===== config.mk =====
export PLATFORM = sky130hd
export DESIGN_NAME = sce_timer_top
export DESIGN_NICKNAME = d
export VERILOG_FILES = /design/src/rtl/sce_pkg.sv /design/src/rtl/sce_edge_sync.sv /design/src/rtl/sce_prescaler.sv /design/src/rtl/sce_timer_top.sv
export SDC_FILE = /design/constraint.sdc
export NUM_CORES = 1
export LEC_CHECK = 0
export BUFFER_PORTS_ARGS = -buffer_cell sky130_fd_sc_hd__buf_4
export CAP_MARGIN = 40
export CORE_UTILIZATION = 56
export CTS_BUF_LIST = sky130_fd_sc_hd__clkbuf_8 sky130_fd_sc_hd__clkbuf_16
export CTS_CLUSTER_SIZE = 12
export DETAILED_ROUTE_END_ITERATION = 16
export HOLD_SLACK_MARGIN = 0.06
export PLACE_DENSITY = 0.76
export SKIP_LAST_GASP = 1
export SLEW_MARGIN = 15
export SYNTH_ARGS = -nofsm -noshare
export SYNTH_HDL_FRONTEND = slang
export SYNTH_HIERARCHICAL = 1
export SYNTH_SLANG_ARGS = --single-unit

===== constraint.sdc =====
create_clock -name i_mclk -period 5 [get_ports i_mclk]
set_input_delay 0.25 -clock i_mclk [delete_from_list [all_inputs] [get_ports i_mclk]]
set_output_delay 0.25 -clock i_mclk [all_outputs]
set_load 0.005 [all_outputs]

===== src/rtl/sce_pkg.sv =====
// package: constants and carriers for the slow-clock elapsed timer
package sce_pkg;

   // ------------------------------------------------------------
   // register offsets (byte addresses)
   // ------------------------------------------------------------
   localparam logic [3:0] SCE_OFS_MODE = 4'h0;
   localparam logic [3:0] SCE_OFS_MATCH = 4'h4;
   localparam logic [3:0] SCE_OFS_COUNT = 4'h8;
   localparam logic [3:0] SCE_OFS_FLAGS = 4'hc;

   // ------------------------------------------------------------
   // field positions
   // ------------------------------------------------------------
   localparam int SCE_MODE_ALM_IE = 16;
   localparam int SCE_MODE_ROLL_IE = 17;
   localparam int SCE_MODE_RESTART = 18;
   localparam int SCE_MODE_DISABLE = 20;
   localparam int SCE_MODE_ONE_HZ = 24;
   localparam int SCE_FLAG_ALM = 0;
   localparam int SCE_FLAG_ROLL = 1;

   // ------------------------------------------------------------
   // reset values and counts
   // ------------------------------------------------------------
   localparam logic [15:0] SCE_PRESCALE_RST = 16'h8000;
   localparam logic [31:0] SCE_MATCH_RST = 32'hffff_ffff;
   localparam logic [31:0] SCE_COUNT_RST = 32'h0000_0000;
   localparam logic [31:0] SCE_RDATA_RST = 32'h0000_0000;
   localparam logic [1:0] SCE_IRQ_HOLD_TICKS = 2'h2;

   // ------------------------------------------------------------
   // carriers and states
   // ------------------------------------------------------------
   typedef struct packed {
      logic read;
      logic write;
      logic [3:0] address;
      logic [31:0] writedata;
      logic [3:0] byteenable;
   } sce_bus_req_type;

   typedef enum logic {
      SCE_BUS_IDLE = 1'b0,
      SCE_BUS_ANSWER = 1'b1
   } sce_bus_state_type;

endpackage : sce_pkg


===== src/rtl/sce_edge_sync.sv =====
// rising-edge detector behind a two-stage synchroniser
`timescale 1ns/10ps
module sce_edge_sync (
   input wire logic i_mclk,
   input wire logic i_rst_n,
   input wire logic i_ce,
   input wire logic i_pin,
   output logic o_rise
);

   logic meta_q;
   logic sync_q;
   logic last_q;

   // only sync_q looks at meta_q
   always_ff @(posedge i_mclk or negedge i_rst_n) begin
      if (!i_rst_n) begin
         meta_q <= 1'b0;
         sync_q <= 1'b0;
         last_q <= 1'b0;
         o_rise <= 1'b0;
      end else if (i_ce) begin
         meta_q <= i_pin;
         sync_q <= meta_q;
         last_q <= sync_q;
         o_rise <= sync_q & ~last_q;
      end
   end

endmodule : sce_edge_sync


===== src/rtl/sce_prescaler.sv =====
// programmable 16-bit slow-clock divider
`timescale 1ns/10ps
module sce_prescaler (
   input wire logic i_mclk,
   input wire logic i_rst_n,
   input wire logic i_ce,
   input wire logic i_tick,
   input wire logic i_run,
   input wire logic i_reload,
   input wire logic [15:0] i_period,
   output logic o_roll
);

   logic [15:0] cnt_q;
   logic [15:0] last;

   // period 0 wraps to 16'hffff: a 65536-tick period
   assign last = i_period - 16'h1;

   always_ff @(posedge i_mclk or negedge i_rst_n) begin
      if (!i_rst_n) begin
         cnt_q <= 16'h0;
         o_roll <= 1'b0;
      end else if (i_ce) begin
         if (i_reload) begin
            cnt_q <= 16'h0;
            o_roll <= 1'b0;
         end else if (i_run && i_tick) begin
            if (cnt_q == last) begin
               cnt_q <= 16'h0;
               o_roll <= 1'b1;
            end else begin
               cnt_q <= cnt_q + 16'h1;
               o_roll <= 1'b0;
            end
         end else begin
            o_roll <= 1'b0;
         end
      end
   end
endmodule : sce_prescaler


===== src/rtl/sce_timer_top.sv =====
// slow-clock elapsed timer: register slave, counter, alarm and interrupt
// ------------------------------------------------------------
// Function
// - 16-bit prescaler feeds a 32-bit up-counter
// - counter wraps to zero and keeps going
// - period is prescale value, zero means 65536
// - prescale resets to 0x8000
// - one-hertz select counts calendar ticks instead
// - roll-over flag set on every prescaler roll
// - interrupt returns two slow cycles after status read
// - alarm flag rises as count reaches match+1
// - match register resets to all ones
// - alarm flag always drives the wake-up output
// - status read clears the flags it returned set
// - restart reloads prescaler and zeroes counter
// - disable bit stops all counting
// - interrupt is flag and enable, either source
// - disable and one-hertz bits are write-only
// ------------------------------------------------------------
//
// The Avalon-MM slave port was decided locally.
`timescale 1ns/10ps
module sce_timer_top (
   input wire logic i_mclk,
   input wire logic i_rst_n,
   input wire logic i_ce,
   input wire logic i_slow_clock,
   input wire logic i_one_hertz_tick,
   input wire sce_pkg::sce_bus_req_type i_bus,
   output logic [31:0] o_readdata,
   output logic o_waitrequest,
   output logic o_irq,
   output logic o_alarm
);

   // ------------------------------------------------------------
   // declarations
   // ------------------------------------------------------------
   sce_pkg::sce_bus_state_type bus_state_q;
   logic req;
   logic answer;
   logic [3:0] addr_w;
   logic wr_mode;
   logic wr_match;
   logic rd_status;
   logic [31:0] rd_mux;

   logic [15:0] prescale_q;
   logic alm_ie_q;
   logic roll_ie_q;
   logic restart_q;
   logic disable_q;
   logic one_hz_q;
   logic [31:0] match_q;
   logic [31:0] count_q;
   logic [1:0] flags_q;
   logic [1:0] flags_d;
   logic [1:0] flags_clr;
   logic [1:0] hold_q;

   logic slow_rise;
   logic hz_rise;
   logic roll;
   logic run;
   logic inc;
   logic alm_set;

   // ------------------------------------------------------------
   // pin sampling and prescaler
   // ------------------------------------------------------------
   sce_edge_sync u_slow_sync (
      .i_mclk(i_mclk),
      .i_rst_n(i_rst_n),
      .i_ce(i_ce),
      .i_pin(i_slow_clock),
      .o_rise(slow_rise)
   );

   sce_edge_sync u_hz_sync (
      .i_mclk(i_mclk),
      .i_rst_n(i_rst_n),
      .i_ce(i_ce),
      .i_pin(i_one_hertz_tick),
      .o_rise(hz_rise)
   );

   // the divider keeps running in one-hertz mode so roll-over flags still come
   sce_prescaler u_prescaler (
      .i_mclk(i_mclk),
      .i_rst_n(i_rst_n),
      .i_ce(i_ce),
      .i_tick(slow_rise),
      .i_run(run),
      .i_reload(restart_q),
      .i_period(prescale_q),
      .o_roll(roll)
   );

   // ------------------------------------------------------------
   // bus slave
   // ------------------------------------------------------------
   assign req = i_bus.read | i_bus.write;
   assign answer = (bus_state_q == sce_pkg::SCE_BUS_ANSWER);
   assign addr_w = {i_bus.address[3:2], 2'b00};
   assign wr_mode = answer && i_bus.write && addr_w == sce_pkg::SCE_OFS_MODE;
   assign wr_match = answer && i_bus.write && addr_w == sce_pkg::SCE_OFS_MATCH;
   assign rd_status = answer && i_bus.read && addr_w == sce_pkg::SCE_OFS_FLAGS;

   // one wait cycle: data is captured, then the access completes
   always_ff @(posedge i_mclk or negedge i_rst_n) begin
      if (!i_rst_n) begin
         bus_state_q <= sce_pkg::SCE_BUS_IDLE;
         o_waitrequest <= 1'b1;
      end else if (i_ce) begin
         case (bus_state_q)
            sce_pkg::SCE_BUS_IDLE: begin
               if (req) begin
                  bus_state_q <= sce_pkg::SCE_BUS_ANSWER;
                  o_waitrequest <= 1'b0;
               end
            end
            sce_pkg::SCE_BUS_ANSWER: begin
               bus_state_q <= sce_pkg::SCE_BUS_IDLE;
               o_waitrequest <= 1'b1;
            end
            default: begin
               bus_state_q <= sce_pkg::SCE_BUS_IDLE;
               o_waitrequest <= 1'b1;
            end
         endcase
      end
   end

   always_comb begin
      rd_mux = 32'h0;
      case (addr_w)
         sce_pkg::SCE_OFS_MODE: begin
            rd_mux[15:0] = prescale_q;
            rd_mux[sce_pkg::SCE_MODE_ALM_IE] = alm_ie_q;
            rd_mux[sce_pkg::SCE_MODE_ROLL_IE] = roll_ie_q;
            // disable and one-hertz select read as zero
         end
         sce_pkg::SCE_OFS_MATCH: begin
            rd_mux = match_q;
         end
         sce_pkg::SCE_OFS_COUNT: begin
            rd_mux = count_q;
         end
         sce_pkg::SCE_OFS_FLAGS: begin
            rd_mux[1:0] = flags_q;
         end
         default: begin
            rd_mux = 32'h0;
         end
      endcase
   end

   always_ff @(posedge i_mclk or negedge i_rst_n) begin
      if (!i_rst_n) begin
         o_readdata <= sce_pkg::SCE_RDATA_RST;
      end else if (i_ce && !answer && i_bus.read) begin
         o_readdata <= rd_mux;
      end
   end

   // ------------------------------------------------------------
   // mode and match registers
   // ------------------------------------------------------------
   always_ff @(posedge i_mclk or negedge i_rst_n) begin
      if (!i_rst_n) begin
         prescale_q <= sce_pkg::SCE_PRESCALE_RST;
         alm_ie_q <= 1'b0;
         roll_ie_q <= 1'b0;
         disable_q <= 1'b0;
         one_hz_q <= 1'b0;
         restart_q <= 1'b0;
      end else if (i_ce) begin
         restart_q <= wr_mode && i_bus.byteenable[2]
            && i_bus.writedata[sce_pkg::SCE_MODE_RESTART];
         if (wr_mode && i_bus.byteenable[0]) begin
            prescale_q[7:0] <= i_bus.writedata[7:0];
         end
         if (wr_mode && i_bus.byteenable[1]) begin
            prescale_q[15:8] <= i_bus.writedata[15:8];
         end
         if (wr_mode && i_bus.byteenable[2]) begin
            alm_ie_q <= i_bus.writedata[sce_pkg::SCE_MODE_ALM_IE];
            roll_ie_q <= i_bus.writedata[sce_pkg::SCE_MODE_ROLL_IE];
            disable_q <= i_bus.writedata[sce_pkg::SCE_MODE_DISABLE];
         end
         if (wr_mode && i_bus.byteenable[3]) begin
            one_hz_q <= i_bus.writedata[sce_pkg::SCE_MODE_ONE_HZ];
         end
      end
   end

   for (genvar b = 0; b < 4; b++) begin : g_match_byte
      always_ff @(posedge i_mclk or negedge i_rst_n) begin
         if (!i_rst_n) begin
            match_q[8*b +: 8] <= sce_pkg::SCE_MATCH_RST[8*b +: 8];
         end else if (i_ce && wr_match && i_bus.byteenable[b]) begin
            match_q[8*b +: 8] <= i_bus.writedata[8*b +: 8];
         end
      end
   end

   // ------------------------------------------------------------
   // counter
   // ------------------------------------------------------------
   assign run = !disable_q;
   assign inc = run && (one_hz_q ? hz_rise : roll);
   // flag rises with the increment that leaves the match value
   assign alm_set = inc && !restart_q && count_q == match_q;

   always_ff @(posedge i_mclk or negedge i_rst_n) begin
      if (!i_rst_n) begin
         count_q <= sce_pkg::SCE_COUNT_RST;
      end else if (i_ce) begin
         if (restart_q) begin
            count_q <= sce_pkg::SCE_COUNT_RST;
         end else if (inc) begin
            count_q <= count_q + 32'h1;
         end
      end
   end

   // ------------------------------------------------------------
   // flags, wake-up and interrupt
   // ------------------------------------------------------------
   // only bits actually returned are cleared; a same-cycle set wins
   assign flags_clr = rd_status ? o_readdata[1:0] : 2'b00;

   always_comb begin
      flags_d = flags_q & ~flags_clr;
      if (roll) begin
         flags_d[sce_pkg::SCE_FLAG_ROLL] = 1'b1;
      end
      if (alm_set) begin
         flags_d[sce_pkg::SCE_FLAG_ALM] = 1'b1;
      end
   end

   always_ff @(posedge i_mclk or negedge i_rst_n) begin
      if (!i_rst_n) begin
         flags_q <= 2'b00;
         o_alarm <= 1'b0;
      end else if (i_ce) begin
         flags_q <= flags_d;
         o_alarm <= flags_d[sce_pkg::SCE_FLAG_ALM];
      end
   end

   // a status read masks the line for two slow-clock edges
   always_ff @(posedge i_mclk or negedge i_rst_n) begin
      if (!i_rst_n) begin
         hold_q <= 2'h0;
      end else if (i_ce) begin
         if (rd_status) begin
            hold_q <= sce_pkg::SCE_IRQ_HOLD_TICKS;
         end else if (slow_rise && hold_q != 2'h0) begin
            hold_q <= hold_q - 2'h1;
         end
      end
   end

   always_ff @(posedge i_mclk or negedge i_rst_n) begin
      if (!i_rst_n) begin
         o_irq <= 1'b0;
      end else if (i_ce) begin
         o_irq <= hold_q == 2'h0 && !rd_status
            && ((flags_q[sce_pkg::SCE_FLAG_ALM] && alm_ie_q)
            || (flags_q[sce_pkg::SCE_FLAG_ROLL] && roll_ie_q));
      end
   end
endmodule : sce_timer_top


Word level (Yosys, flattened, before mapping)
Cells that the tools add are included.
{"block": "classes", "n_addsub": 4, "eq_ne": 6, "mux": 21, "bitwise_logic": 8, "reduce_logical": 45}
{"op": "32-bit two-way mux", "count": 2}
{"op": "16-bit two-way mux", "count": 3}
{"op": "16-bit one-hot mux with 3 select lines", "count": 1}
{"op": "32-bit by 1-bit adder with 32-bit output, second input constant", "count": 1}
{"op": "32-bit == test", "count": 1}
{"op": "14-bit one-hot mux with 2 select lines", "count": 1}
{"op": "1-bit logical AND", "count": 26}
{"op": "16-bit by 1-bit adder with 16-bit output, second input constant", "count": 1}
{"op": "16-bit == test", "count": 1}
{"op": "2-bit AND reduction", "count": 8}
{"op": "16-bit by 1-bit subtractor with 16-bit output, second input constant", "count": 1}
{"op": "1-bit two-way mux", "count": 8}
{"op": "2-bit one-hot mux with 4 select lines", "count": 1}
{"op": "2-bit nonzero test", "count": 4}
{"op": "2-bit two-way mux", "count": 3}
{"op": "2-bit == test, second input constant", "count": 2}
{"op": "1-bit logical NOT", "count": 4}
{"op": "4-bit logical NOT", "count": 1}
{"op": "1-bit one-hot mux with 2 select lines", "count": 2}
{"op": "1-bit inverter", "count": 3}
{"op": "1-bit AND", "count": 2}
{"op": "2-bit AND", "count": 1}
{"op": "2-bit by 1-bit == test with 1-bit output, second input constant", "count": 1}
{"op": "2-bit logical NOT", "count": 1}
{"op": "5 further kinds", "count": 5}
{"block": "word_totals", "ff_bits": 150, "wordCells": 113}

Longest topological paths before layout
{"block": "logic_depth", "ltp_word": 6, "ltp_mapped": 13, "depth_no_buf": 10}

By module
Netlist, hierarchy kept.
{"module": "sce_timer_top", "n_inst": 1, "cells_per_inst": 545, "area_per_inst_um2": 6027.0}
{"module": "sce_prescaler", "n_inst": 1, "cells_per_inst": 187, "area_per_inst_um2": 1604.0}
{"module": "sce_edge_sync", "n_inst": 2, "cells_per_inst": 10, "area_per_inst_um2": 150.1}

Worst setup path after synthesis
OpenSTA, ideal clock, no wires.
{"block": "synth_timing", "path_type": "flip-flop to flip-flop", "startpoint": "register prescale_q[0]", "endpoint": "register u_prescaler.cnt_q[11]", "setup_time_ns": 0.124, "arrival_ns": 2.662, "required_time_ns": 4.876, "slack_ns": 2.214, "path_stages_with_launch": 14, "period_less_slack_ns": 2.786, "path_cell_list": "dfrtp_1 inv_1 ha_1 buf_2 or4b_1 clkbuf_2 nor2_1 mux2i_1 and4b_1 nand4b_1 o211ai_4 buf_6 nor2_1 a211o_1"}
{"block": "synth_via", "elab_chain_len": 5}
{"item": "start: declaration", "line_no": "sce_timer_top.sv:48", "source": "logic [15:0] prescale_q;"}
{"item": "start signal: assignment", "line_no": "sce_timer_top.sv:171", "source": "prescale_q <= sce_pkg::SCE_PRESCALE_RST;"}
{"item": "start signal: assignment", "line_no": "sce_timer_top.sv:181", "source": "prescale_q[7:0] <= i_bus.writedata[7:0];"}
{"item": "16-bit by 1-bit subtractor with 16-bit output", "line_no": "sce_prescaler.sv:18", "source": "assign last = i_period - 16'h1;"}
{"item": "16-bit == test", "line_no": "sce_prescaler.sv:29", "source": "if (cnt_q == last) begin"}
{"item": "16-bit two-way mux", "line_no": "sce_prescaler.sv:29"}
{"item": "16-bit two-way mux", "line_no": "sce_prescaler.sv:28", "source": "end else if (i_run && i_tick) begin"}
{"item": "16-bit two-way mux", "line_no": "sce_prescaler.sv:25", "source": "if (i_reload) begin"}
{"item": "end signal: assignment", "line_no": "sce_prescaler.sv:33", "source": "cnt_q <= cnt_q + 16'h1;"}
{"item": "end: declaration", "line_no": "sce_prescaler.sv:14", "source": "logic [15:0] cnt_q;"}
Every way passes these cells. The select of a mux whose other input is x is not followed.
A chain may end at the register's enable or synchronous reset.

Final worst setup path
{"block": "layout_timing", "startpoint": "register prescale_q[0]", "endpoint": "register u_prescaler.cnt_q[15]"}
The elaborated chain is that of the path after synthesis.

==> flow_metrics.env <==
export IMPL_portion_of_total_power_attributed_to_the_clock_network_pct=36.3
export IMPL_run_status="completed"
export IMPL_setup_worst_path_class="reg2reg"
export IMPL_reg_to_reg_critical_path_startpoint="prescale_q[0]$_DFFE_PN0P_"
export IMPL_gr_total_overflow=0
export IMPL_crit_end="u_prescaler/cnt_q[15]$_DFFE_PN0P_"
export IMPL_number_of_cell_instances_on_the_worst_register_to_register_path=10
export IMPL_finClkSkew_ns=0.0114
export IMPL_groute_usage_overall_pct=30.4
export IMPL_cts_post_setup_buffers_inserted=0
export IMPL_fin_tns_setup_ns=0
export IMPL_i_o_pin_cnt=82
export IMPL_drv_max_cap_violation_count=0
export IMPL_hold_ws_ns=0.0674
export IMPL_timing_critical_path_required_ns=5.31
export IMPL_cts_path_max_buffers=2
export IMPL_clock_sinks=149
export IMPL_min_period_over_period_pct=67.4
export IMPL_floorplan_die_area_mm2=0.0146
export IMPL_worst_setup_path_start_kind="flip-flop"
export IMPL_post_dp_hpwl_mm=14.8
export IMPL_layout_cells_most_common="dfrtp_1"
export IMPL_yosys_cell_types=73
export IMPL_synth_seq_area_share_pct=47.5
export IMPL_timing_hold_violations_final=0
export IMPL_nets=889
export IMPL_mappedNetlistArea_mm2=0.00793
export IMPL_period_minus_slack_ns=3.37
export IMPL_postSynthRegisterBits=149
export IMPL_synth_async_sr_flop_share_pct=100
export IMPL_grt_pass1_vias=6316
export IMPL_detail_route_first_pass_iterations=7
export IMPL_cp_arrival_ns=3.68
export IMPL_post_route_drc_count=0
export IMPL_floorplan_rows=43
export IMPL_power_leakage_nw=4.33
export IMPL_dr_total_vias=6496
export IMPL_fmax_mhz=297
export IMPL_worstPathMaxFanout=25
export IMPL_finalMaxSlewViolations=0
export IMPL_switching_share_pct=29.7
export IMPL_yosys_most_used_dff="dfrtp_1"
export IMPL_pwr_share_seq_pct=43.2
export IMPL_route_detailed_vias_per_inst=6.32
export IMPL_yosys_warnings=6
export IMPL_p_total_mw=3.78
export IMPL_clock_latency_ns=0.43
export IMPL_clock_tree_htree_level_count=4
export IMPL_max_slew_margin_rel_pct=46.1
export IMPL_ctsRootBufferMaster="clkbuf_16"
export IMPL_power_density_mw_per_mm2=397
export IMPL_layout_common_cells="dfrtp_1 (115), buf_4 (82), nand2_1 (61)"
export IMPL_worst_margin_pin_slew_ns=0.802
export IMPL_cts_buffers=17
export IMPL_replace_congestion=0.861
export IMPL_setup_viol_count_final=0
export IMPL_tritoncts="done"
export IMPL_synthesis_instances=752
export IMPL_floorplan_die_height_um=121
export IMPL_initial_standard_cell_utilization_of_the_core_pct=57.4
export IMPL_internal_power_mw=2.66
export IMPL_totalWireLength_mm=21.1
export IMPL_post_route_cells_drive_above_1_share_pct=26.9
export IMPL_route_detailed_wl_per_inst_um=20.5
export IMPL_setup_worst_path_end_class="flip-flop"
export IMPL_ff2ff_setup_slack_ns=1.63
export IMPL_cts_repair_resized=0
export IMPL_grt_setup_unrepaired="no"
export IMPL_grt_pass1_wl_mm=33.8
export IMPL_area_growth_synth_to_final_pct=19.8
export IMPL_grt_start_max_net_pins=72
export IMPL_grt_antenna_before_repair=0
export IMPL_hold_path_class="in2reg"
export IMPL_syn_mean_instance_area_um2=10.5
export IMPL_port_buffer_count=79
export IMPL_cts_reportedPaths_clkPinSlew_ns=0.06
export IMPL_ir_drop_mv=0.231
export IMPL_netSwitchingPower_mw=1.12
export IMPL_p_comb_share_pct=20.5
export IMPL_dr_first_iter_drc_count=797
export IMPL_synth_edff_count=0
export IMPL_core_region_area_mm2=0.0138
export IMPL_die_width_um=121
export IMPL_worst_r2r_endpoint="u_prescaler/cnt_q[15]$_DFFE_PN0P_"
export IMPL_syn_nets=807
export IMPL_crit_path_start="prescale_q[0]$_DFFE_PN0P_"
export IMPL_finish_utilization_pct=68.7
export IMPL_route_antenna_remaining_nets=0
==> registers in the layout, indices dropped and copies added (netlist names), 2 cells and up <==
name and flops:
count_q 32, flags_q 2, hold_q 2, match_q 32, o_readdata 32, prescale_q 16, u_prescaler/cnt_q 16
==> worst min path at each step <==
stage	from	endpoint	slack, ns	depth (start not counted)
after floorplan	i_rst_n	alm_ie_q$_DFFE_PN0P_	-0.05	0
after global placement	i_rst_n	prescale_q[7]$_DFFE_PN0P_	0.44	1
after detailed placement	i_rst_n	prescale_q[7]$_DFFE_PN0P_	0.19	1
after CTS	i_bus[9]	match_q[5]$_DFFE_PN1P_	0.06	2
after global routing	i_bus[9]	match_q[5]$_DFFE_PN1P_	0.07	2
final	i_bus[9]	match_q[5]$_DFFE_PN1P_	0.07	2
==> cell type report <==
type                            count  area, um2
Timing Repair Buffer              106        891
Clock buffer                       19        453
Multi-Input combinational cell    537       3890
Fill cell                         985       4320
Inverter                           23       86.3
Sequential cell                   149       3770
Clock inverter                     13        183
Tap cell                          180        225
Antenna cell                        1       2.50
==> routing by layer <==
metal | up-vias | GRT usage [%] | wire length (um)
met5 | - | 0 | 0
met4 | 0 | 9.72 | 377
met3 | 34 | 6.02 | 1570
met2 | 292 | 48.5 | 10100
met1 | 3220 | 41.6 | 9080
li1 | 2950 | - | -
==> worst max-delay path: stages (launching register included) <==
cell and delay, ns:
dfrtp_1 0.47, inv_1 0.09, ha_1 0.31, or4b_1 0.63, nor2_1 0.18, mux2i_1 0.19, and4b_1 0.20, nand4b_1 0.17
o211ai_4 0.58, nor3_1 0.12, a211o_1 0.29
==> kinds of logic after synthesis <==
logic type | Yosys count | share of synthesized area (%)
XOR/XNOR | 66 | 7.29
AO/OA/AOI/OAI | 176 | 16.3
buffers and inverters | 66 | 3.45
AND/OR/NAND/NOR | 227 | 15.6
multiplexers | 60 | 8.49
flip-flops | 149 | 47.5
adder cells (fa/ha/maj) | 8 | 1.26
==> metrics by stage <==
stage | instances | area, um2 | setup slack, ns
after floorplan | 752 | 7930 | 2.21
after global placement | 972 | 8600 | 1.77
after detailed placement | 975 | 8660 | 1.64
after CTS | 1025 | 9480 | 1.63
after global routing | 1027 | 9500 | 1.43
final | 1028 | 9500 | 1.63
==> synthesized netlist by cell type, types with 3 or more instances <==
cell | instances | area [um2]
a211o_1 | 3 | 26.3
a21o_1 | 4 | 30.0
a21oi_1 | 17 | 85.1
a221oi_1 | 3 | 26.3
a222oi_1 | 16 | 160
a22o_1 | 19 | 166
a22oi_1 | 15 | 113
a2bb2oi_1 | 4 | 35.0
a31oi_1 | 5 | 31.3
and2_1 | 4 | 25.0
and3_1 | 13 | 81.3
and4_1 | 4 | 35.0
buf_2 | 7 | 35.0
clkbuf_1 | 31 | 116
dfrtp_1 | 115 | 2880
dfstp_2 | 34 | 893
ha_1 | 8 | 100
inv_1 | 23 | 86.3
mux2_2 | 58 | 653
nand2_1 | 61 | 229
nand3_1 | 20 | 100
nand3b_1 | 4 | 30.0
nand4_1 | 16 | 100
nor2_1 | 42 | 158
nor2b_1 | 4 | 25.0
nor3_1 | 9 | 45.0
nor3b_1 | 4 | 30.0
nor4_1 | 11 | 68.8
o21a_1 | 3 | 22.5
o21ai_0 | 52 | 260
o21bai_1 | 3 | 22.5
o31ai_1 | 10 | 75.1
o41ai_1 | 4 | 35.0
or3_1 | 12 | 75.1
or4_1 | 4 | 30.0
xnor2_1 | 11 | 96.3
xor2_1 | 55 | 482
==> power by group through the flow <==
stage                     clock network [mW]  logic [mW]  registers, mW
after floorplan                            0       0.520           1.57
after CTS                               1.38       0.769           1.62
after global routing                    1.44       0.849           1.65
after global placement                     0       0.718           1.63
final                                   1.37       0.774           1.63
after detailed placement                   0       0.749           1.64
==> what timing repair did <==
action | CTS | global route
endpoints found under the hold margin | 56 | 1
endpoints found under the setup margin | 0 | 0
hold buffers | 18 | 1
No activity file was read; power rests on OpenSTA's default activity.
